### config.mk
export PLATFORM = sky130hd
export DESIGN_NAME = bridge_parity_error_report
export DESIGN_NICKNAME = d
export VERILOG_FILES = /design/src/parity_report_pkg.sv /design/src/parity_port_if.sv /design/src/bus_parity_port.sv /design/src/sticky_status.sv /design/src/bridge_parity_error_report.sv
export SDC_FILE = /design/constraint.sdc
export NUM_CORES = 1
export LEC_CHECK = 0
export BUFFER_PORTS_ARGS = -buffer_cell sky130_fd_sc_hd__buf_4
export CORE_MARGIN = 2
export CORE_UTILIZATION = 42
export DETAILED_ROUTE_END_ITERATION = 8
export GPL_TIMING_DRIVEN = 0
export PLACE_DENSITY_LB_ADDON = 0.3
export SLEW_MARGIN = 10
export SYNTH_ARGS = -nofsm -noshare
export SYNTH_HDL_FRONTEND = slang
export SYNTH_SLANG_ARGS = --single-unit
### constraint.sdc
create_clock -name clock -period 1.42 [get_ports clock]
set_input_delay 0.071 -clock clock [delete_from_list [all_inputs] [get_ports clock]]
set_output_delay 0.071 -clock clock [all_outputs]
set_load 0.02 [all_outputs]
### src/parity_report_pkg.sv
`default_nettype none
package parity_report_pkg;

  localparam int DATA_W = 32;
  localparam int CBE_W = 4;
  localparam int ADDR_W = 4;
  localparam int REG_W = 32;

  localparam logic [ADDR_W-1:0] CTRL_OFS = 4'h0;
  localparam logic [ADDR_W-1:0] STATUS_OFS = 4'h4;
  localparam logic [ADDR_W-1:0] MASK_OFS = 4'h8;

  // control register fields
  localparam int CTRL_PRI_RESP_BIT = 0;
  localparam int CTRL_SEC_RESP_BIT = 1;
  localparam int CTRL_SERR_EN_BIT = 2;
  localparam int CTRL_W = 3;
  localparam logic [CTRL_W-1:0] CTRL_RST = 3'h0;

  // status / mask register fields
  localparam int ST_SEC_MDPD = 0;
  localparam int ST_SEC_DPE = 1;
  localparam int ST_PRI_DPE = 2;
  localparam int ST_PRI_PERR = 3;
  localparam int ST_SEC_PERR = 4;
  localparam int ST_SERR = 5;
  localparam int N_STATUS = 6;
  localparam logic [N_STATUS-1:0] STATUS_RST = 6'h00;
  localparam logic [N_STATUS-1:0] MASK_RST = 6'h00;

  // bus indices
  localparam int BUS_PRI = 0;
  localparam int BUS_SEC = 1;

  // timing in clocks
  localparam int PERR_DELAY_CYC = 2;
  localparam int SYNC_STAGES = 2;
  localparam int OWN_TAP = PERR_DELAY_CYC - 1;
  localparam int REMOTE_TAP = PERR_DELAY_CYC + SYNC_STAGES - 1;
  localparam int PIPE_DEPTH = REMOTE_TAP + 1;

  typedef enum logic [1:0] {KIND_READ, KIND_POSTED, KIND_DELAYED} xact_kind_e;
  typedef enum logic {DIR_DOWN, DIR_UP} dir_e;

  typedef struct packed {
    logic valid;
    xact_kind_e kind;
    dir_e dir;
    logic poisoned;
  } ctx_s;

  // bridge takes the data on this bus: target of a write or initiator of a read
  function automatic logic is_receiver(input logic sec_bus, input xact_kind_e kind, input dir_e dir);
    logic up_bus;
    up_bus = sec_bus ? (dir == DIR_DOWN) : (dir == DIR_UP);
    return (kind == KIND_READ) == up_bus;
  endfunction : is_receiver

  // bridge is master on this bus
  function automatic logic is_master(input logic sec_bus, input dir_e dir);
    return sec_bus ? (dir == DIR_DOWN) : (dir == DIR_UP);
  endfunction : is_master

endpackage : parity_report_pkg
`default_nettype wire

### src/parity_port_if.sv
`timescale 1ns/10ps
`default_nettype none
interface parity_port_if #(parameter int DATA_W = 32, parameter int CBE_W = 4);
  logic dphase;
  logic [DATA_W-1:0] ad;
  logic [CBE_W-1:0] cbe;
  logic par;
  logic check_en;
  logic relay_take;
  logic resp_en;
  logic err_found;
  logic perr_n;
  logic perr_oe_n;

  modport port (
    input dphase, ad, cbe, par, check_en, relay_take, resp_en,
    output err_found, perr_n, perr_oe_n
  );
  modport core (
    output dphase, ad, cbe, par, check_en, relay_take, resp_en,
    input err_found, perr_n, perr_oe_n
  );
endinterface : parity_port_if
`default_nettype wire

### src/bus_parity_port.sv
`timescale 1ns/10ps
`default_nettype none
module bus_parity_port (
  input wire logic clock,
  input wire logic rst_n,
  parity_port_if.port bus
);
  logic calc_q;
  logic chk_q;
  logic take_q;
  logic hold_q;
  logic err;
  logic fire;

  // par trails its data phase by one clock, so the check lands one clock later
  always_ff @(posedge clock or negedge rst_n) begin
    if (!rst_n) begin
      calc_q <= 1'b0;
      chk_q <= 1'b0;
      take_q <= 1'b0;
    end else begin
      calc_q <= ^{bus.ad, bus.cbe};
      chk_q <= bus.dphase & bus.check_en;
      take_q <= bus.dphase & bus.relay_take;
    end
  end

  assign err = chk_q & (calc_q ^ bus.par);
  // a relay still obeys this bus's response bit, even if it was cleared while pending
  assign fire = (err | take_q) & bus.resp_en;

  always_ff @(posedge clock or negedge rst_n) begin
    if (!rst_n) begin
      bus.err_found <= 1'b0;
    end else begin
      bus.err_found <= err;
    end
  end

  // low for one clock, driven high one more clock, then released
  always_ff @(posedge clock or negedge rst_n) begin
    if (!rst_n) begin
      bus.perr_n <= 1'b1;
      bus.perr_oe_n <= 1'b1;
      hold_q <= 1'b0;
    end else if (fire) begin
      bus.perr_n <= 1'b0;
      bus.perr_oe_n <= 1'b0;
      hold_q <= 1'b1;
    end else if (hold_q) begin
      bus.perr_n <= 1'b1;
      bus.perr_oe_n <= 1'b0;
      hold_q <= 1'b0;
    end else begin
      bus.perr_n <= 1'b1;
      bus.perr_oe_n <= 1'b1;
    end
  end
endmodule : bus_parity_port
`default_nettype wire

### src/sticky_status.sv
`timescale 1ns/10ps
`default_nettype none
module sticky_status #(
  parameter int N = 6,
  parameter logic [N-1:0] STATUS_INIT = '0,
  parameter logic [N-1:0] MASK_INIT = '0
) (
  input wire logic clock,
  input wire logic rst_n,
  input wire logic [N-1:0] set,
  input wire logic wr_status,
  input wire logic wr_mask,
  input wire logic [N-1:0] wdata,
  output logic [N-1:0] status_q,
  output logic [N-1:0] mask_q,
  output logic irq_q
);
  logic [N-1:0] status_d;

  // set beats a write-one clear in the same cycle
  for (genvar i = 0; i < N; i++) begin : g_bit
    assign status_d[i] = set[i] | (status_q[i] & ~(wr_status & wdata[i]));
  end

  always_ff @(posedge clock or negedge rst_n) begin
    if (!rst_n) begin
      status_q <= STATUS_INIT;
    end else begin
      status_q <= status_d;
    end
  end

  always_ff @(posedge clock or negedge rst_n) begin
    if (!rst_n) begin
      mask_q <= MASK_INIT;
    end else if (wr_mask) begin
      mask_q <= wdata;
    end
  end

  always_ff @(posedge clock or negedge rst_n) begin
    if (!rst_n) begin
      irq_q <= 1'b0;
    end else begin
      irq_q <= |(status_d & (wr_mask ? wdata : mask_q));
    end
  end
endmodule : sticky_status
`default_nettype wire

### src/bridge_parity_error_report.sv
// Added by the designer: the address-and-strobe port and the register addresses.
`timescale 1ns/10ps
`default_nettype none
module bridge_parity_error_report (
  input wire logic clock,
  input wire logic rst_n,
  input wire logic [parity_report_pkg::ADDR_W-1:0] reg_addr,
  input wire logic [parity_report_pkg::REG_W-1:0] reg_wdata,
  input wire logic reg_wr,
  input wire logic reg_rd,
  output logic [parity_report_pkg::REG_W-1:0] reg_rdata,
  input wire logic pri_dphase,
  input wire logic [parity_report_pkg::DATA_W-1:0] pri_ad,
  input wire logic [parity_report_pkg::CBE_W-1:0] pri_cbe,
  input wire logic pri_par,
  input wire parity_report_pkg::xact_kind_e pri_kind,
  input wire parity_report_pkg::dir_e pri_dir,
  input wire logic pri_poisoned,
  input wire logic sec_dphase,
  input wire logic [parity_report_pkg::DATA_W-1:0] sec_ad,
  input wire logic [parity_report_pkg::CBE_W-1:0] sec_cbe,
  input wire logic sec_par,
  input wire parity_report_pkg::xact_kind_e sec_kind,
  input wire parity_report_pkg::dir_e sec_dir,
  input wire logic sec_poisoned,
  input wire logic primary_parity_err_n_i,
  output logic primary_parity_err_n_o,
  output logic primary_parity_err_n_oe_n,
  input wire logic secondary_parity_err_n_i,
  output logic secondary_parity_err_n_o,
  output logic secondary_parity_err_n_oe_n,
  output logic primary_system_err_n_o,
  output logic primary_system_err_n_oe_n,
  output logic pri_err_detected,
  output logic sec_err_detected,
  output logic irq
);
  import parity_report_pkg::*;

  parity_port_if #(.DATA_W(DATA_W), .CBE_W(CBE_W)) pri_if ();
  parity_port_if #(.DATA_W(DATA_W), .CBE_W(CBE_W)) sec_if ();

  logic [CTRL_W-1:0] ctrl_q;
  logic pri_resp;
  logic sec_resp;
  logic serr_en;
  logic both_resp;

  logic [N_STATUS-1:0] status_set;
  logic [N_STATUS-1:0] status_q;
  logic [N_STATUS-1:0] mask_q;

  ctx_s ctx_in [2];
  ctx_s ctx_q [2][PIPE_DEPTH];
  logic perr_pin_n [2];
  logic perr_meta_q [2];
  logic perr_seen_q [2];
  logic own_err [2];
  logic remote_perr [2];
  logic relay_set [2];
  logic relay_take [2];
  logic relay_pend_q [2];
  logic serr_evt [2];
  logic serr_fire;
  logic [REG_W-1:0] rdata_d;

  assign pri_resp = ctrl_q[CTRL_PRI_RESP_BIT];
  assign sec_resp = ctrl_q[CTRL_SEC_RESP_BIT];
  assign serr_en = ctrl_q[CTRL_SERR_EN_BIT];
  assign both_resp = pri_resp & sec_resp;

  // ---- register bus ----
  always_ff @(posedge clock or negedge rst_n) begin
    if (!rst_n) begin
      ctrl_q <= CTRL_RST;
    end else if (reg_wr && reg_addr == CTRL_OFS) begin
      ctrl_q <= reg_wdata[CTRL_W-1:0];
    end
  end

  always_comb begin
    rdata_d = '0;
    case (reg_addr)
      CTRL_OFS: rdata_d[CTRL_W-1:0] = ctrl_q;
      STATUS_OFS: rdata_d[N_STATUS-1:0] = status_q;
      MASK_OFS: rdata_d[N_STATUS-1:0] = mask_q;
      default: rdata_d = '0;
    endcase
  end

  // read data valid only in the cycle after the strobe
  always_ff @(posedge clock or negedge rst_n) begin
    if (!rst_n) begin
      reg_rdata <= '0;
    end else begin
      reg_rdata <= reg_rd ? rdata_d : '0;
    end
  end

  sticky_status #(
    .N(N_STATUS),
    .STATUS_INIT(STATUS_RST),
    .MASK_INIT(MASK_RST)
  ) u_status (
    .clock(clock),
    .rst_n(rst_n),
    .set(status_set),
    .wr_status(reg_wr && reg_addr == STATUS_OFS),
    .wr_mask(reg_wr && reg_addr == MASK_OFS),
    .wdata(reg_wdata[N_STATUS-1:0]),
    .status_q(status_q),
    .mask_q(mask_q),
    .irq_q(irq)
  );

  // ---- per-bus parity ports ----
  always_comb begin
    ctx_in[BUS_PRI] = '{valid: pri_dphase, kind: pri_kind, dir: pri_dir, poisoned: pri_poisoned};
    ctx_in[BUS_SEC] = '{valid: sec_dphase, kind: sec_kind, dir: sec_dir, poisoned: sec_poisoned};
  end

  assign perr_pin_n[BUS_PRI] = primary_parity_err_n_i;
  assign perr_pin_n[BUS_SEC] = secondary_parity_err_n_i;

  // relayed error goes out on the next data phase of the same delayed write
  // idle kind/dir lines alone must not consume a pending relay
  assign relay_take[BUS_PRI] = relay_pend_q[BUS_PRI] & pri_dphase & (pri_kind == KIND_DELAYED)
    & (pri_dir == DIR_DOWN);
  assign relay_take[BUS_SEC] = relay_pend_q[BUS_SEC] & sec_dphase & (sec_kind == KIND_DELAYED)
    & (sec_dir == DIR_UP);

  assign pri_if.dphase = pri_dphase;
  assign pri_if.ad = pri_ad;
  assign pri_if.cbe = pri_cbe;
  assign pri_if.par = pri_par;
  assign pri_if.check_en = is_receiver(1'b0, pri_kind, pri_dir);
  assign pri_if.relay_take = relay_take[BUS_PRI];
  assign pri_if.resp_en = pri_resp;

  assign sec_if.dphase = sec_dphase;
  assign sec_if.ad = sec_ad;
  assign sec_if.cbe = sec_cbe;
  assign sec_if.par = sec_par;
  assign sec_if.check_en = is_receiver(1'b1, sec_kind, sec_dir);
  assign sec_if.relay_take = relay_take[BUS_SEC];
  assign sec_if.resp_en = sec_resp;

  bus_parity_port u_pri_port (
    .clock(clock),
    .rst_n(rst_n),
    .bus(pri_if.port)
  );

  bus_parity_port u_sec_port (
    .clock(clock),
    .rst_n(rst_n),
    .bus(sec_if.port)
  );

  assign own_err[BUS_PRI] = pri_if.err_found;
  assign own_err[BUS_SEC] = sec_if.err_found;

  assign primary_parity_err_n_o = pri_if.perr_n;
  assign primary_parity_err_n_oe_n = pri_if.perr_oe_n;
  assign secondary_parity_err_n_o = sec_if.perr_n;
  assign secondary_parity_err_n_oe_n = sec_if.perr_oe_n;
  assign pri_err_detected = pri_if.err_found;
  assign sec_err_detected = sec_if.err_found;

  // ---- context pipes, error pin sampling and relays ----
  for (genvar b = 0; b < 2; b++) begin : g_bus
    localparam int OTHER = 1 - b;
    ctx_s rctx;

    assign rctx = ctx_q[b][REMOTE_TAP];

    // context follows its data phase so it lines up with the error report
    always_ff @(posedge clock or negedge rst_n) begin
      if (!rst_n) begin
        for (int i = 0; i < PIPE_DEPTH; i++) begin
          ctx_q[b][i] <= '0;
        end
      end else begin
        ctx_q[b][0] <= ctx_in[b];
        for (int i = 1; i < PIPE_DEPTH; i++) begin
          ctx_q[b][i] <= ctx_q[b][i-1];
        end
      end
    end

    // error pin is driven by another agent, so resynchronise it
    always_ff @(posedge clock or negedge rst_n) begin
      if (!rst_n) begin
        perr_meta_q[b] <= 1'b1;
        perr_seen_q[b] <= 1'b0;
      end else begin
        perr_meta_q[b] <= perr_pin_n[b];
        perr_seen_q[b] <= ~perr_meta_q[b];
      end
    end

    // target reported an error on data the bridge wrote as master
    assign remote_perr[b] = perr_seen_q[b] & rctx.valid & is_master(b == BUS_SEC, rctx.dir)
      & (rctx.kind != KIND_READ);

    assign relay_set[b] = remote_perr[OTHER] & (ctx_q[OTHER][REMOTE_TAP].kind == KIND_DELAYED) & both_resp;

    // a new relay request outlives a take in the same cycle
    always_ff @(posedge clock or negedge rst_n) begin
      if (!rst_n) begin
        relay_pend_q[b] <= 1'b0;
      end else begin
        relay_pend_q[b] <= relay_set[b] | (relay_pend_q[b] & ~relay_take[b]);
      end
    end

    // poisoned data carries an error the bridge already saw as target
    assign serr_evt[b] = remote_perr[b] & (rctx.kind == KIND_POSTED) & ~rctx.poisoned;
  end

  // ---- system error ----
  assign serr_fire = (serr_evt[BUS_PRI] | serr_evt[BUS_SEC]) & both_resp & serr_en;

  // open drain: one clock low, otherwise released
  always_ff @(posedge clock or negedge rst_n) begin
    if (!rst_n) begin
      primary_system_err_n_o <= 1'b1;
      primary_system_err_n_oe_n <= 1'b1;
    end else begin
      primary_system_err_n_o <= ~serr_fire;
      primary_system_err_n_oe_n <= ~serr_fire;
    end
  end

  // ---- status events ----
  always_comb begin
    status_set = '0;
    status_set[ST_SEC_MDPD] = sec_resp & (remote_perr[BUS_SEC] | (own_err[BUS_SEC] &
      (ctx_q[BUS_SEC][OWN_TAP].kind == KIND_READ) & is_master(1'b1, ctx_q[BUS_SEC][OWN_TAP].dir)));
    status_set[ST_SEC_DPE] = own_err[BUS_SEC];
    status_set[ST_PRI_DPE] = own_err[BUS_PRI];
    status_set[ST_PRI_PERR] = ~pri_if.perr_n & ~pri_if.perr_oe_n;
    status_set[ST_SEC_PERR] = ~sec_if.perr_n & ~sec_if.perr_oe_n;
    status_set[ST_SERR] = serr_fire;
  end
endmodule : bridge_parity_error_report
`default_nettype wire

# ---- Yosys cells after proc, flatten, opt, wreduce, memory -nomap -nowiden
# Cells that the tools add are included.
dict set report op_classes {
  n_eq_ne 10
  n_mux 12
  n_bitwise 86
  reduce_logical 12
}
# cell n
set ops {}
lappend ops {{$reduce_xor A36 Y1} 2}
lappend ops {{$and A1 B1 Y1} 50}
lappend ops {{$not A1 Y1} 21}
lappend ops {{$mux W6} 2}
lappend ops {{$or A1 B1 Y1} 12}
lappend ops {{$pmux W3 S3} 1}
lappend ops {{$eq A2 B2 Y1 const B} 4}
lappend ops {{$mux W1} 8}
lappend ops {{$and A6 B6 Y6} 1}
lappend ops {{$logic_not A2 Y1} 3}
lappend ops {{$pmux W3 S2} 1}
lappend ops {{$reduce_or A6 Y1} 1}
lappend ops {{$eq A2 B1 Y1 const B} 2}
lappend ops {{$eq A4 B3 Y1 const B} 1}
lappend ops {{$eq A4 B4 Y1 const B} 1}
lappend ops {{$logic_not A4 Y1} 1}
lappend ops {{$reduce_bool A2 Y1} 2}
lappend ops {{$logic_and A1 B1 Y1} 3}
lappend ops {{$eq A1 B1 Y1} 2}
lappend ops {{$xor A1 B1 Y1} 2}
dict set report word_totals {
  ff_bits 83
  out_inout_bits 41
  word_cells 178
}

# ---- Logic depth before layout (Yosys ltp)
# Gate-level depths: netlist of run 1.
dict set report depth {
  depth_word 11
  ltp_mapped 7
}

# ---- Hierarchy
# A second synthesis of run 1 with hierarchy kept.
dict set report unflattened {
  hier_cells 276
  hier_area_um2 3608.5
}
# mod n_inst cells_per_inst area_per_inst_um2
set by_module_without_submodules {}
lappend by_module_without_submodules {bridge_parity_error_report 1 144 2011.9}
lappend by_module_without_submodules {bus_parity_port 2 48 531.8}
lappend by_module_without_submodules {sticky_status 1 36 533.0}

# ---- Worst setup path before layout of run 1
# No wires, ideal clock.
dict set report synth_path {
  path_kind {reg2reg}
  start {register u_sec_port.bus.err_found}
  end {register u_status.irq_q}
  setup_time_ns 0.072
  t_arrival_ns 1.382
  setup_slack_ns -0.034
  path_stages_with_launch 6
  path_buffers 0
  synth_period_minus_slack_ns 1.454
  path_cell_list {dfrtp_1 or4b_2 o21ai_0 a22o_1 nand2_1 nand4b_1}
}
dict set report synth_between {
  elab_chain_len 7
  elab_cells_between_ends 8
  classes_between {7 x bitwise; 1 x reduce/logical}
}
# element line_no
set synth_lines {}
lappend synth_lines {{start, declared} parity_port_if.sv:17} ;# output err_found, perr_n, perr_oe_n
lappend synth_lines {{start signal, assigned} bus_parity_port.sv:36} ;# bus.err_found <= err;
lappend synth_lines {{$and A1 B1 Y1} bridge_parity_error_report.sv:238} ;# status_set[ST_SEC_MDPD] = sec_resp & (remote_perr[BUS_SEC] | (own_err[BUS_SEC] &
lappend synth_lines {{$and A1 B1 Y1} bridge_parity_error_report.sv:239} ;# (ctx_q[BUS_SEC][OWN_TAP].kind == KIND_READ) & is_master(1'b1, ctx_q[BUS_SEC][OWN_TAP].dir)));
lappend synth_lines {{$or A1 B1 Y1} bridge_parity_error_report.sv:238}
lappend synth_lines {{$and A1 B1 Y1} bridge_parity_error_report.sv:238}
lappend synth_lines {{$or A1 B1 Y1} sticky_status.sv:22} ;# assign status_d[i] = set[i] | (status_q[i] & ~(wr_status & wdata[i]));
lappend synth_lines {{net u_status.status_d[0]} sticky_status.sv:18} ;# logic [N-1:0] status_d;
lappend synth_lines {{$and A6 B6 Y6} sticky_status.sv:45} ;# irq_q <= |(status_d & (wr_mask ? wdata : mask_q));
lappend synth_lines {{$reduce_or A6 Y1} sticky_status.sv:45}
lappend synth_lines {{end signal, assigned} sticky_status.sv:45}
lappend synth_lines {{end, declared} sticky_status.sv:16} ;# output logic irq_q
# The timed path passes the listed nets, and every way through them passes these cells.
# A chain may end at the register's enable or synchronous reset.

# ---- Final worst setup path of run 1
dict set report layout_path {
  start {register ctx_q[13] (netlist bit)}
  end {register u_status.irq_q}
}
dict set report layout_between {
  elab_chain_len 8
}
# element line_no
set layout_lines {}
lappend layout_lines {{start, declared} bridge_parity_error_report.sv:54} ;# ctx_s ctx_q [2][PIPE_DEPTH];
lappend layout_lines {{start signal, assigned by index} bridge_parity_error_report.sv:184} ;# ctx_q[b][0] <= ctx_in[b];
lappend layout_lines {{start signal, assigned by index} bridge_parity_error_report.sv:186} ;# ctx_q[b][i] <= ctx_q[b][i-1];
lappend layout_lines {{$logic_not A2 Y1} bridge_parity_error_report.sv:239}
lappend layout_lines {{$and A1 B1 Y1} bridge_parity_error_report.sv:238}
lappend layout_lines {{$and A1 B1 Y1} bridge_parity_error_report.sv:239}
lappend layout_lines {{$or A1 B1 Y1} bridge_parity_error_report.sv:238}
lappend layout_lines {{$and A1 B1 Y1} bridge_parity_error_report.sv:238}
lappend layout_lines {{$or A1 B1 Y1} sticky_status.sv:22}
lappend layout_lines {{net u_status.status_d[0]} sticky_status.sv:18}
lappend layout_lines {{$and A6 B6 Y6} sticky_status.sv:45}
lappend layout_lines {{$reduce_or A6 Y1} sticky_status.sv:45}
# The timed path passes the listed nets, and every way through them passes these cells.

==> run summary, run 1 <==
The utilization of the core after routing was 0.612. The diode insertion count for antenna repair came out at 0. The number of global-route vias before repair was 2439; the pin count of the biggest net entering global routing was 84.

The die outline height works out to 95.5 um. The total overflow left after global routing is 0. In this run the core area contains 33 standard-cell rows. After detailed routing, the number of vias per cell comes to 4.45. The proportion of total power due to net switching is 0.268, and the post-synthesis area per instance is 13.0 um^2. The area growth from synthesis to final layout was 42.2%.

The flow ran to the end, and the final reports show no timing, DRC or antenna violations. The count of nets left with antenna violations once routing finished came out at 0. The post-synthesis xor/xnor area fraction is 0.182. Fraction of registers with async set or reset after synthesis: 1.00. The portion of netlist area occupied by mux cells is 0.0373, and the footprint of the multi-input gates is 0.00133 mm^2.

The total number of yosys warnings is 0, and the highest achievable clock rate is 708 MHz. After routing the design area is 0.00500 mm^2. The signal on the critical path passes through or4b_4 -> o21ai_2 -> a22o_1 -> nand2_1 -> nand4b_1. Overall power: 5740 uW.

In the layout the commonest cells are 142 x buf_4, 75 x dfrtp_1, 58 x xnor2_1, 26 x conb_1, 19 x dlygate4sd3_1. Die outline width: 95.5 um. Summing all flip-flop and latch instances after layout gives 0.00209 mm^2. The tools report the number of design rule violations left after detail routing as 0.

STA puts the critical path data arrival time at 1.69 ns. The fraction of layout instances using a drive strength above 1 was 0.410. For the headroom to the max-slew limit, the log shows 0.345. After detailed placement, the total cell area comes to 0.00459 mm^2.

The area share of fa/ha/maj cells after synthesis is 0, and the worst-case clock skew is 0.00809 ns. The placeable core region is 0.00818 mm^2. Power spread over the standard cell area amounts to 1150 mW/mm^2. The total net switching power is 1540 uW.

Most used flip-flop cell after synthesis: dfrtp_1. STA classifies the critical path endpoint as a flip-flop. The number of clock buffers added by TritonCTS is 9.

For this block, the routed nets add up to 6510 um of wire. Clock tree synthesis selected as its root buffer the cell clkbuf_8. The path type of the worst min-delay path is in -> reg.

The synthesized netlist occupies a cell area of 0.00352 mm^2. The number of cells on the worst reg-to-reg path is 5. The part of the total power dissipated in the clock network was 0.251. The final worst-path cycle share is 0.995, and the total number of H-tree levels is 3. Along the worst hold path, the cell count comes to 3. In this run the static leakage power is 0.00238 uW. IR analysis of the VDD net gives a maximum drop of 438 uV.

Synthesis handed over a netlist of 271 instances. The final weighted congestion in routability-driven placement is 0.804, and the global-route total usage across every layer is 0.152. After clock tree synthesis, the clock-pin slew on the worst setup and hold paths is 0.08 ns. The logs give 676 for the layout filler cell count and 35 for the distinct cell type count after synthesis.

The first detailed-routing pass took 7 iterations. The fraction of the mapped netlist area in simple logic gates was 0.0754. The routed layout has 2452 vias.

The run gives 0.593 as the sequential-to-total area share from yosys stat. By area, the combinational part of the netlist is dominated by XOR/XNOR gates. The most common cell after layout, fill and taps aside is buf_4. Detailed placement ended at an HPWL of 4940 um. On the worst path, the slowest cell contributes a delay of 0.54 ns.

In this run the tool buffered the top-level ports with 113 buffer cells. The initial antenna violation count is 0. The biggest fanout along the worst timing path came out at 2. The first global-routing pass estimated 10600 um of wire. The sequential group share of total power came out at 0.491. The post-synthesis compound-gate area fraction was 0.0445. The number of synthesized register bits is 83, and the number of buffers on the longest clock path is 2. The floorplan step defined a die boundary enclosing 0.00913 mm^2. The final routed wire length divided by cell count came out at 11.8 um. For the starting utilization of the core area, the log shows 0.430. At the pin with the least slew margin, the transition time is 0.982 ns. TritonCTS built the clock tree. The detailed router finished its first iteration with 93 violations. Pin placement for this block handled 167 I/O pins. The clock drives 83 sinks.

Count of flip-flops with a built-in enable after synthesis: 0. The run gives 567 as the number of nets in the finished design. The final hold violation count was 0. The logs give 0.258 for the combinational group share of total power and 4200 uW for the internal power summed over all cells.

Setup repair after global routing could not meet its margin everywhere. The worst endpoint required time was 1.70 ns. The tools report the count of final setup violators as 0. For the latest clock arrival within the worst-skew pair, the log shows 0.34 ns.

The tools report the max-slew violation count as 0. The worst setup path is launched from a flip-flop. The post-route minimum period is 1.41 ns.

Max-cap violations in this run came to 0. Cell with the largest stage delay on the worst path: or4b_4. The type of the worst setup path was reg -> reg.
[cell type report]
class	instances	area share
multi-input cells	178	0.265
flip-flops and latches	83	0.417
clock buffers	11	0.0283
inverters	6	0.00450
well taps	105	0.0263
plain buffers	29	0.0425
clock inverters	5	0.00600
repair buffers	134	0.210
[routing by layer]
metal	wire length, um	global-route usage	share of wire
met5	0	0	0
met3	528	0.0609	0.081
met4	102	0.0476	0.016
met2	3430	0.262	0.53
met1	2450	0.173	0.38
[Yosys cell counts, types with 2 or more instances]
cell | count | area share
xnor3_1 | 2 | 0.013
o21ai_0 | 7 | 0.010
a22oi_1 | 5 | 0.011
inv_1 | 6 | 0.0064
buf_4 | 27 | 0.058
a21oi_1 | 4 | 0.0057
or3_1 | 2 | 0.0036
a21o_1 | 2 | 0.0043
mux2_2 | 9 | 0.029
nand4b_1 | 4 | 0.010
buf_2 | 2 | 0.0028
and2_1 | 2 | 0.0036
nand3_1 | 7 | 0.010
dfstp_2 | 7 | 0.052
nor2_1 | 15 | 0.016
xor2_1 | 10 | 0.025
nand2_1 | 6 | 0.0064
dfrtp_1 | 76 | 0.54
o2bb2ai_1 | 2 | 0.0050
xnor2_1 | 58 | 0.14
mux2i_1 | 3 | 0.0085
nor4b_1 | 2 | 0.0050
[stage by stage]
step | TNS (ns) | cells | hold WS, ns | setup slack [ns]
after floorplan | 0 | 296 | -0.225 | 0.00469
after global placement | -0.154 | 514 | 0.181 | -0.154
after detailed placement | -0.178 | 514 | 0.180 | -0.178
after CTS | -0.00665 | 551 | 0.0381 | -0.00665
after global routing | -0.103 | 551 | 0.0370 | -0.0707
final | 0 | 551 | 0.0587 | 0.00780
[power groups by stage]
| stage | sequential [uW] | clock, uW | combinational [uW] |
|---|---|---|---|
| finish | 2820 | 1440 | 1480 |
| global route | 2860 | 1620 | 1620 |
| CTS | 2820 | 1500 | 1500 |
| detailed placement | 2860 | 0 | 1450 |
| global placement | 2840 | 0 | 1430 |
| floorplan | 2870 | 0 | 930 |
[critical path: cells and delay by family, from the launching register on]
| kind | cells | cell delay, ns |
|---|---|---|
| AOI/OAI and AO/OA | 2 | 0.24 |
| and+or+nand+nor | 3 | 0.72 |
| DFF | 1 | 0.38 |
[cells by family after synthesis]
| kind of cell | count (synthesis) |
|---|---|
| buf+inv | 35 |
| compound gates | 24 |
| mux | 12 |
| xor+xnor | 70 |
| other cells | 1 |
| simple gates | 46 |
| flops | 83 |
[state kept, by name, indices dropped and copies added (netlist names), 2 cells and up]
signal,flops
ctx_q,40
perr_seen_q,2
ctrl_q,3
u_status.mask_q,6
reg_rdata,6
u_status.status_q,6
relay_pend_q,2
perr_meta_q,2
[worst paths after layout]
| kind | from | end | slack (ns) |
|---|---|---|---|
| setup / recovery | ctx_q[13] | u_status.irq_q | 0.008 |
| hold / removal | sec_par | u_sec_port.bus.err_found | 0.06 |
| setup reg to reg | ctx_q[13] | u_status.irq_q | 0.008 |
| hold reg to reg | ctx_q[25] | ctx_q[20] | 0.35 |
| max in group asynchronous | rst_n | u_sec_port.bus.err_found | 0.31 |
| min in group asynchronous | rst_n | ctx_q[20] | 0.43 |
[what timing repair did]
item / 4_1_cts / 5_1_grt
setup endpoints to repair: 2 / 4
hold buffers: 19 / 0
pin swaps: 4 / 2
resized for setup: 6 / 1
endpoints found under the hold margin: 101 / 0
setup buffers: 2 / 0
Power figures use the tool's default switching activity.
==> run 2, diff against run 1 <==
--- a/config.mk
+++ b/config.mk
@@ -7,7 +7,8 @@
 export LEC_CHECK = 0
 export BUFFER_PORTS_ARGS = -buffer_cell sky130_fd_sc_hd__buf_4
 export CORE_MARGIN = 2
-export CORE_UTILIZATION = 42
+export CORE_UTILIZATION = 48
+export CTS_BUF_LIST = sky130_fd_sc_hd__clkbuf_4
 export DETAILED_ROUTE_END_ITERATION = 8
 export GPL_TIMING_DRIVEN = 0
 export PLACE_DENSITY_LB_ADDON = 0.3
==> constraint.sdc (replaced) <==
create_clock -name clock -period 1.4 [get_ports clock]
set_input_delay 0.07 -clock clock [delete_from_list [all_inputs] [get_ports clock]]
set_output_delay 0.07 -clock clock [all_outputs]
set_load 0.02 [all_outputs]
==> run summary, run 2 (synthesis results as in run 1) <==
The flow ran to the end, but the final reports show violations. The checks that failed: setup timing. For this run, the top clock speed supported by timing is 695 MHz. The number of clock buffers added by TritonCTS is 9. The run gives 31 as the placement row count. Setup repair after global routing could not meet its margin everywhere.

The tools report the max-capacitance violation count as 0. For this design the static power due to leakage is 0.00239 uW. Type of the worst setup path: reg -> reg. The sum of routed wire length over all layers was 6520 um; the total number of H-tree levels was 3.

The run gives 2371 as the number of global-route vias before repair. Number of design rule violations left after detail routing: 0. The critical path launch point was ctx_q[1]. At the pin with the least slew margin, the transition time is 0.975 ns. Data on the critical path is required at its endpoint by 1.74 ns. Clock-pin slew was measured on the worst setup and hold paths at 0.13 ns. The register with the most flip-flops in the layout has 40 of them. The worst flop-to-flop path endpoint is u_status.irq_q. Area growth from synthesis to final layout: 42.7%. The largest register by flop count was ctx_q. The worst-case IR drop observed on VDD is 547 uV. The later pin in the worst-skew pair is clocked with a latency of 0.42 ns.

For this run, the slowest stage of the critical path takes 0.38 ns. The sink count of the clock tree is 83, and the post-route minimum period is 1.44 ns. For the data arrival time of the critical path, the log shows 1.78 ns. The critical path endpoint was u_status.irq_q. The number of cells on the critical path was 5. The most common cell after layout, fill and taps aside was buf_4.

The first detailed-routing pass took 5 iterations. The tools report the category of the worst setup path capture point as a flip-flop. The cell with the largest stage delay on the worst path is dfrtp_1.

The die outline height was 89.6 um. In this run the worst hold path is classified as in -> reg. For the overall power, the log shows 5810 uW.

In this run the tool buffered the top-level ports with 113 buffer cells. The remaining antenna violation count after routing came out at 0. Measured in cells, the most critical reg-to-reg path has a length of 5.

The final layout contains 572 nets. The kind of cell with the highest combined delay on the critical path was simple AND/OR/NAND/NOR gates. TritonCTS built the clock tree. The final worst-path cycle share was 1.03.

After detailed routing, the number of vias per cell comes to 4.46. The biggest fanout along the worst timing path works out to 2. Dividing total power by cell area gives a power density of 1160 mW/mm^2. Worst-case setup margin in the final layout: -0.0391 ns. The number of buffers and inverters on the critical path is 0, and the worst-case clock skew is 0.0168 ns.

For the flop-to-flop setup slack, the log shows -0.04 ns. Starting utilization of the core area: 0.490. Root cell of the clock tree: clkbuf_4. The library cells used most frequently in the layout, excluding fill and tap cells, are 143 x buf_4, 75 x dfrtp_1, 58 x xnor2_1, 26 x conb_1, 23 x dlygate4sd3_1. For this block, the via count after detailed routing is 2452. For the count of final setup violators, the log shows 1. The congestion estimate from routability-driven global placement came to 0.766. No sink is reached through more buffers than the 2 on the longest clock path.

The final hold violation count was 0. The logs give 0 for the leftover overflow at the end of global routing and 0.350 for the headroom to the max-slew limit. The first global-routing pass estimated 10200 um of wire. The global-route total usage across every layer is 0.168, and the final routed wire length divided by cell count is 11.9 um.

The fraction of layout instances using a drive strength above 1 was 0.410. The element type at the critical path start is a flip-flop. The half-perimeter wire length after placement was 4920 um. Measured along the x axis, the die boundary spans 89.6 um.

The diode insertion count for antenna repair came out at 0. The worst register-to-register path begins at ctx_q[1]. The worst hold-check slack was 0.0421 ns; the pin count of the biggest net entering global routing was 84. The initial antenna violation count was 0; the number of DRC markers after the initial detailed-route iteration was 81. The max-slew violation count was 0; the boundary pin count was 167. The placeable core region was 0.00718 mm^2. The critical path goes through nand3b_1 -> nor4b_4 -> o2111ai_2 -> a21boi_1 -> nand4b_1. The die covers 0.00803 mm^2.
run 2: cell count changes in the layout (fill, tap and decap cells not counted), sizes merged:
| cell | before | now |
|---|---|---|
| bufinv | 0 | 1 |
| inv | 6 | 9 |
| clkbuf | 11 | 9 |
| dlygate4sd3 | 19 | 23 |
| clkinv | 3 | 1 |
| buf | 144 | 145 |
run 2: worst min-delay path by stage:
| stage | depth (start not counted) | endpoint | from | slack, ns |
|---|---|---|---|---|
| 2_1_floorplan | 0 | ctrl_q[0] | rst_n | -0.23 |
| 3_3_place_gp | 1 | perr_meta_q[0] | secondary_parity_err_n_i | 0.18 |
| 3_5_place_dp | 1 | perr_meta_q[0] | secondary_parity_err_n_i | 0.18 |
| 4_1_cts | 4 | reg_rdata[1] | reg_addr[2] | 0.0002 |
| 5_1_grt | 4 | reg_rdata[1] | reg_addr[2] | 0.02 |
| 6_report | 4 | reg_rdata[1] | reg_addr[2] | 0.04 |
run 2: what timing repair did:
item / 4_1_cts / 5_1_grt
hold buffers: 23 / 0
setup buffers: 2 / 1
gates resized for setup: 4 / 1
endpoints found under the hold margin: 115 / 0
pin swaps: 1 / 0
endpoints found under the setup margin: 2 / 2
run 2: cell type report:
type                            instances  area, um^2
Fill cell                             537        2150
Sequential cell                        83        2090
Tap cell                               99         124
Multi-Input combinational cell        178        1330
Inverter                                6        22.5
Clock buffer                            9        67.6
Clock inverter                          7        82.6
Buffer                                 29         213
Timing Repair Buffer                  139        1100
run 2: per-stage QoR:
step | util | setup TNS (ns) | cell area [um^2] | instances | setup slack [ns]
global route | 0.700 | -0.107 | 5020 | 550 | -0.107
finish | 0.700 | -0.0391 | 5020 | 550 | -0.0391
global placement | 0.640 | -0.160 | 4590 | 508 | -0.160
CTS | 0.699 | -0.0545 | 5010 | 549 | -0.0545
detailed placement | 0.640 | -0.204 | 4590 | 508 | -0.204
floorplan | - | 0 | 3620 | 296 | 0.127
run 2: routing by layer:
layer,vias up,track usage,wire [um]
li1,1193,-,-
met1,1153,0.200,2560
met2,100,0.290,3440
met3,6,0.0494,473
met4,0,0.0570,57
met5,-,0,0
run 2: worst reg2reg max path, cell delays in order, from the launching register on:
cell	delay [ns]
dfrtp_1	0.38
nand3b_1	0.21
nor4b_4	0.28
o2111ai_2	0.18
a21boi_1	0.18
nand4b_1	0.14
run 2: power breakdown:
part / switching (uW) / internal, uW
Combinational: 632 / 884
Sequential: 157 / 2700
Clock: 861 / 571
Total: 1650 / 4160
==> run 3, diff against run 2 <==
--- a/config.mk
+++ b/config.mk
@@ -7,7 +7,7 @@
 export LEC_CHECK = 0
 export BUFFER_PORTS_ARGS = -buffer_cell sky130_fd_sc_hd__buf_4
 export CORE_MARGIN = 2
-export CORE_UTILIZATION = 48
+export CORE_UTILIZATION = 52
 export CTS_BUF_LIST = sky130_fd_sc_hd__clkbuf_4
 export DETAILED_ROUTE_END_ITERATION = 8
 export GPL_TIMING_DRIVEN = 0
==> constraint.sdc (replaced) <==
create_clock -name clock -period 1.9 [get_ports clock]
set_input_delay 0.095 -clock clock [delete_from_list [all_inputs] [get_ports clock]]
set_output_delay 0.095 -clock clock [all_outputs]
set_load 0.02 [all_outputs]
==> run summary, run 3 (synthesis results as in run 1) <==
At the worst endpoint, the required time is 2.23 ns. Setup slack closes at 0.288 ns. In this run, post-CTS repair resized a total of 0 instances.

The diode insertion count for antenna repair is 0. Setup total negative slack on the finished layout was measured at 0 ns. In the routed layout, each cell is associated on average with a via count of 4.63.

The final worst-path cycle share was 0.848. Entering global routing, the biggest net connects 84 pins. Counting every sink on the clock net gives 83. The boundary pin count was 167; the clock-pin slew reported for the worst setup and hold paths after clock tree synthesis was 0.13 ns.

Setup repair after global routing left no endpoint under its margin. The die is 86.3 um tall. Dividing total power by cell area gives a power density of 854 mW/mm^2.

The total number of H-tree levels is 3, and the placement row count is 29. The filler cells instantiated in the layout total 440. The clock reaches the later pin of the worst-skew pair after 0.40 ns. The area growth from synthesis to final layout is 39.1%, and the post-route minimum period is 1.61 ns. Across all layers, the routed design uses 2417 vias. TritonCTS built the clock tree.

The number of nets in the finished design came out at 566. The min-delay analysis places its worst path in the category in -> reg. IR analysis of the VDD net gives a maximum drop of 443 uV. Among all stages on the critical path, the largest delay is contributed by dfrtp_1. Across the run, the number of max-cap violations was 0. Most common cell after layout, fill and taps aside: buf_4. Traced cell by cell, the critical path runs through nand3b_1 -> nor4b_1 -> o2111ai_1 -> a21boi_1 -> nand4b_1. The first global-routing pass estimated 10600 um of wire. For the footprint of the multi-input gates, the log shows 0.00129 mm^2. The proportion of total power due to net switching was 0.275. The run gives 0.505 as the sequential group share of total power. The longest clock path from root to sink contains 2 buffers. For the final weighted congestion in routability-driven placement, the log shows 0.874.

The fraction of layout instances using a drive strength above 1 is 0.393, and the biggest fanout along the worst timing path is 3. The run gives 0.00235 uW as the cell leakage power. The met2 layer usage reported by global route came out at 0.337. The worst setup path is captured at a flip-flop. Timing analysis after detailed placement gives a worst setup slack of 0.187 ns. After the first detailed-routing iteration, the DRC count stood at 105. The tools report the data arrival time of the critical path as 1.94 ns. The run finished with clean final reports. Headroom to the max-slew limit: 0.360. After global routing, the most crowded layer is met2. The part of the total power dissipated in the clock network was 0.231; the total CTS buffers was 9. The combinational group share of total power was 0.264; the global-route total usage across every layer was 0.188.

The register with the most flip-flops in the layout has 40 of them. The final hold violation count came out at 0. The transition time at the pin with the least slew margin came out at 0.959 ns. Kind of cell with the highest combined delay on the critical path: simple AND/OR/NAND/NOR gates. The number of input and output port buffers inserted works out to 113.

Leaving out fill and tap cells, the most frequent cells in the layout are 140 x buf_4, 76 x dfrtp_1, 58 x xnor2_1, 26 x conb_1, 20 x dlygate4sd3_1. The root buffer cell chosen for the clock tree is clkbuf_4. Die outline width: 86.3 um. The internal power of the cells totals 3030 uW.

In this run the standard cell core region covers 0.00646 mm^2. The count of nets left with antenna violations once routing finished came out at 0. The starting utilization of the core area came out at 0.545. Before antenna repair, the detailed router went through 6 iterations. For this run, the slowest stage of the critical path takes 0.40 ns.

Ranked by flip-flop count, first place goes to ctx_q. Summed over all nets, the switching power comes to 1150 uW. The initial antenna violation count is 0, and the final routed wire length divided by cell count is 12.8 um.

Element type at the critical path start: a flip-flop. The worst setup path is of the reg -> reg kind. For the global-route met3 utilization, the log shows 0.0571. The sum of routed wire length over all layers is 6690 um, and the number of design rule violations left after detail routing is 0. The die covers 0.00744 mm^2. Between clock sinks in the finished design, the worst skew comes to 0.0111 ns.

The number of global-route vias before repair was 2369; the leftover overflow at the end of global routing was 0. The logs give 0.00209 mm^2 for the total area of sequential cells and 0 for the count of final setup violators. Together, buffers and inverters on the worst path number 0. Detailed placement ended at an HPWL of 5250 um. The global-route met1 utilization was 0.212; the max-slew violation count was 0. Derived from the worst setup path, the maximum achievable clock frequency is 620 MHz.
-- run 3: changes by cell type in the layout (fill, tap and decap cells not counted), sizes merged --
cell         delta
buf             -3
dlygate4sd3     -3
clkinv          +5
clkinvlp        -2
inv             -3
-- run 3: metal layers --
metal	routed length [um]	part of all wire
met5	0	0
met4	86	0.013
met3	541	0.081
met2	3560	0.53
met1	2510	0.37
-- run 3: through the flow --
stage	cells	hold slack, ns	utilization	power [uW]	area, um^2
final	522	0.0369	0.758	4180	4890
after detailed placement	486	0.205	0.706	3220	4560
after CTS	522	0.00473	0.758	4210	4890
after global routing	522	0.0103	0.758	4400	4890
after global placement	486	0.204	0.706	3180	4560
after floorplan	296	-0.201	-	2840	3610
-- run 3: path summary, 6_finish.rpt --
check | slack, ns | cells after the start | to | start
worst max-delay path | 0.29 | 5 | u_status.irq_q | ctx_q[1]
min in group asynchronous | 0.37 | 2 | ctx_q[23] | rst_n
worst max register to register | 0.29 | 5 | u_status.irq_q | ctx_q[1]
worst min-delay path | 0.04 | 3 | u_pri_port.bus.err_found | pri_par
max in group asynchronous | 0.90 | 2 | reg_rdata[5] | rst_n
worst min register to register | 0.35 | 0 | ctx_q[28] | ctx_q[33]
-- run 3: layout make-up --
type,instances,area share
inverter,6,0.00460
clock buffer,9,0.0138
clock inverter,7,0.0141
multi-input combinational,178,0.264
buffer,29,0.0435
sequential,83,0.426
timing repair buffer,133,0.214
tap,77,0.0197
-- run 3: power groups by stage --
| stage | registers (uW) | clock network (uW) | logic (uW) |
|---|---|---|---|
| after global routing | 2130 | 1080 | 1200 |
| final | 2110 | 965 | 1100 |
| after CTS | 2110 | 987 | 1110 |
| after detailed placement | 2140 | 0 | 1080 |
| after global placement | 2120 | 0 | 1060 |
| after floorplan | 2140 | 0 | 695 |
-- run 3: timing repair --
action / in CTS / in global routing
hold buffers: 20 / 0
endpoints found under the hold margin: 106 / 0
buffers inserted: 0 / 0
-- run 3: worst register-to-register path, cell delays in order (launching register included) --
cell	delay, ns
dfrtp_1	0.40
nand3b_1	0.18
nor4b_1	0.37
o2111ai_1	0.23
a21boi_1	0.20
nand4b_1	0.16
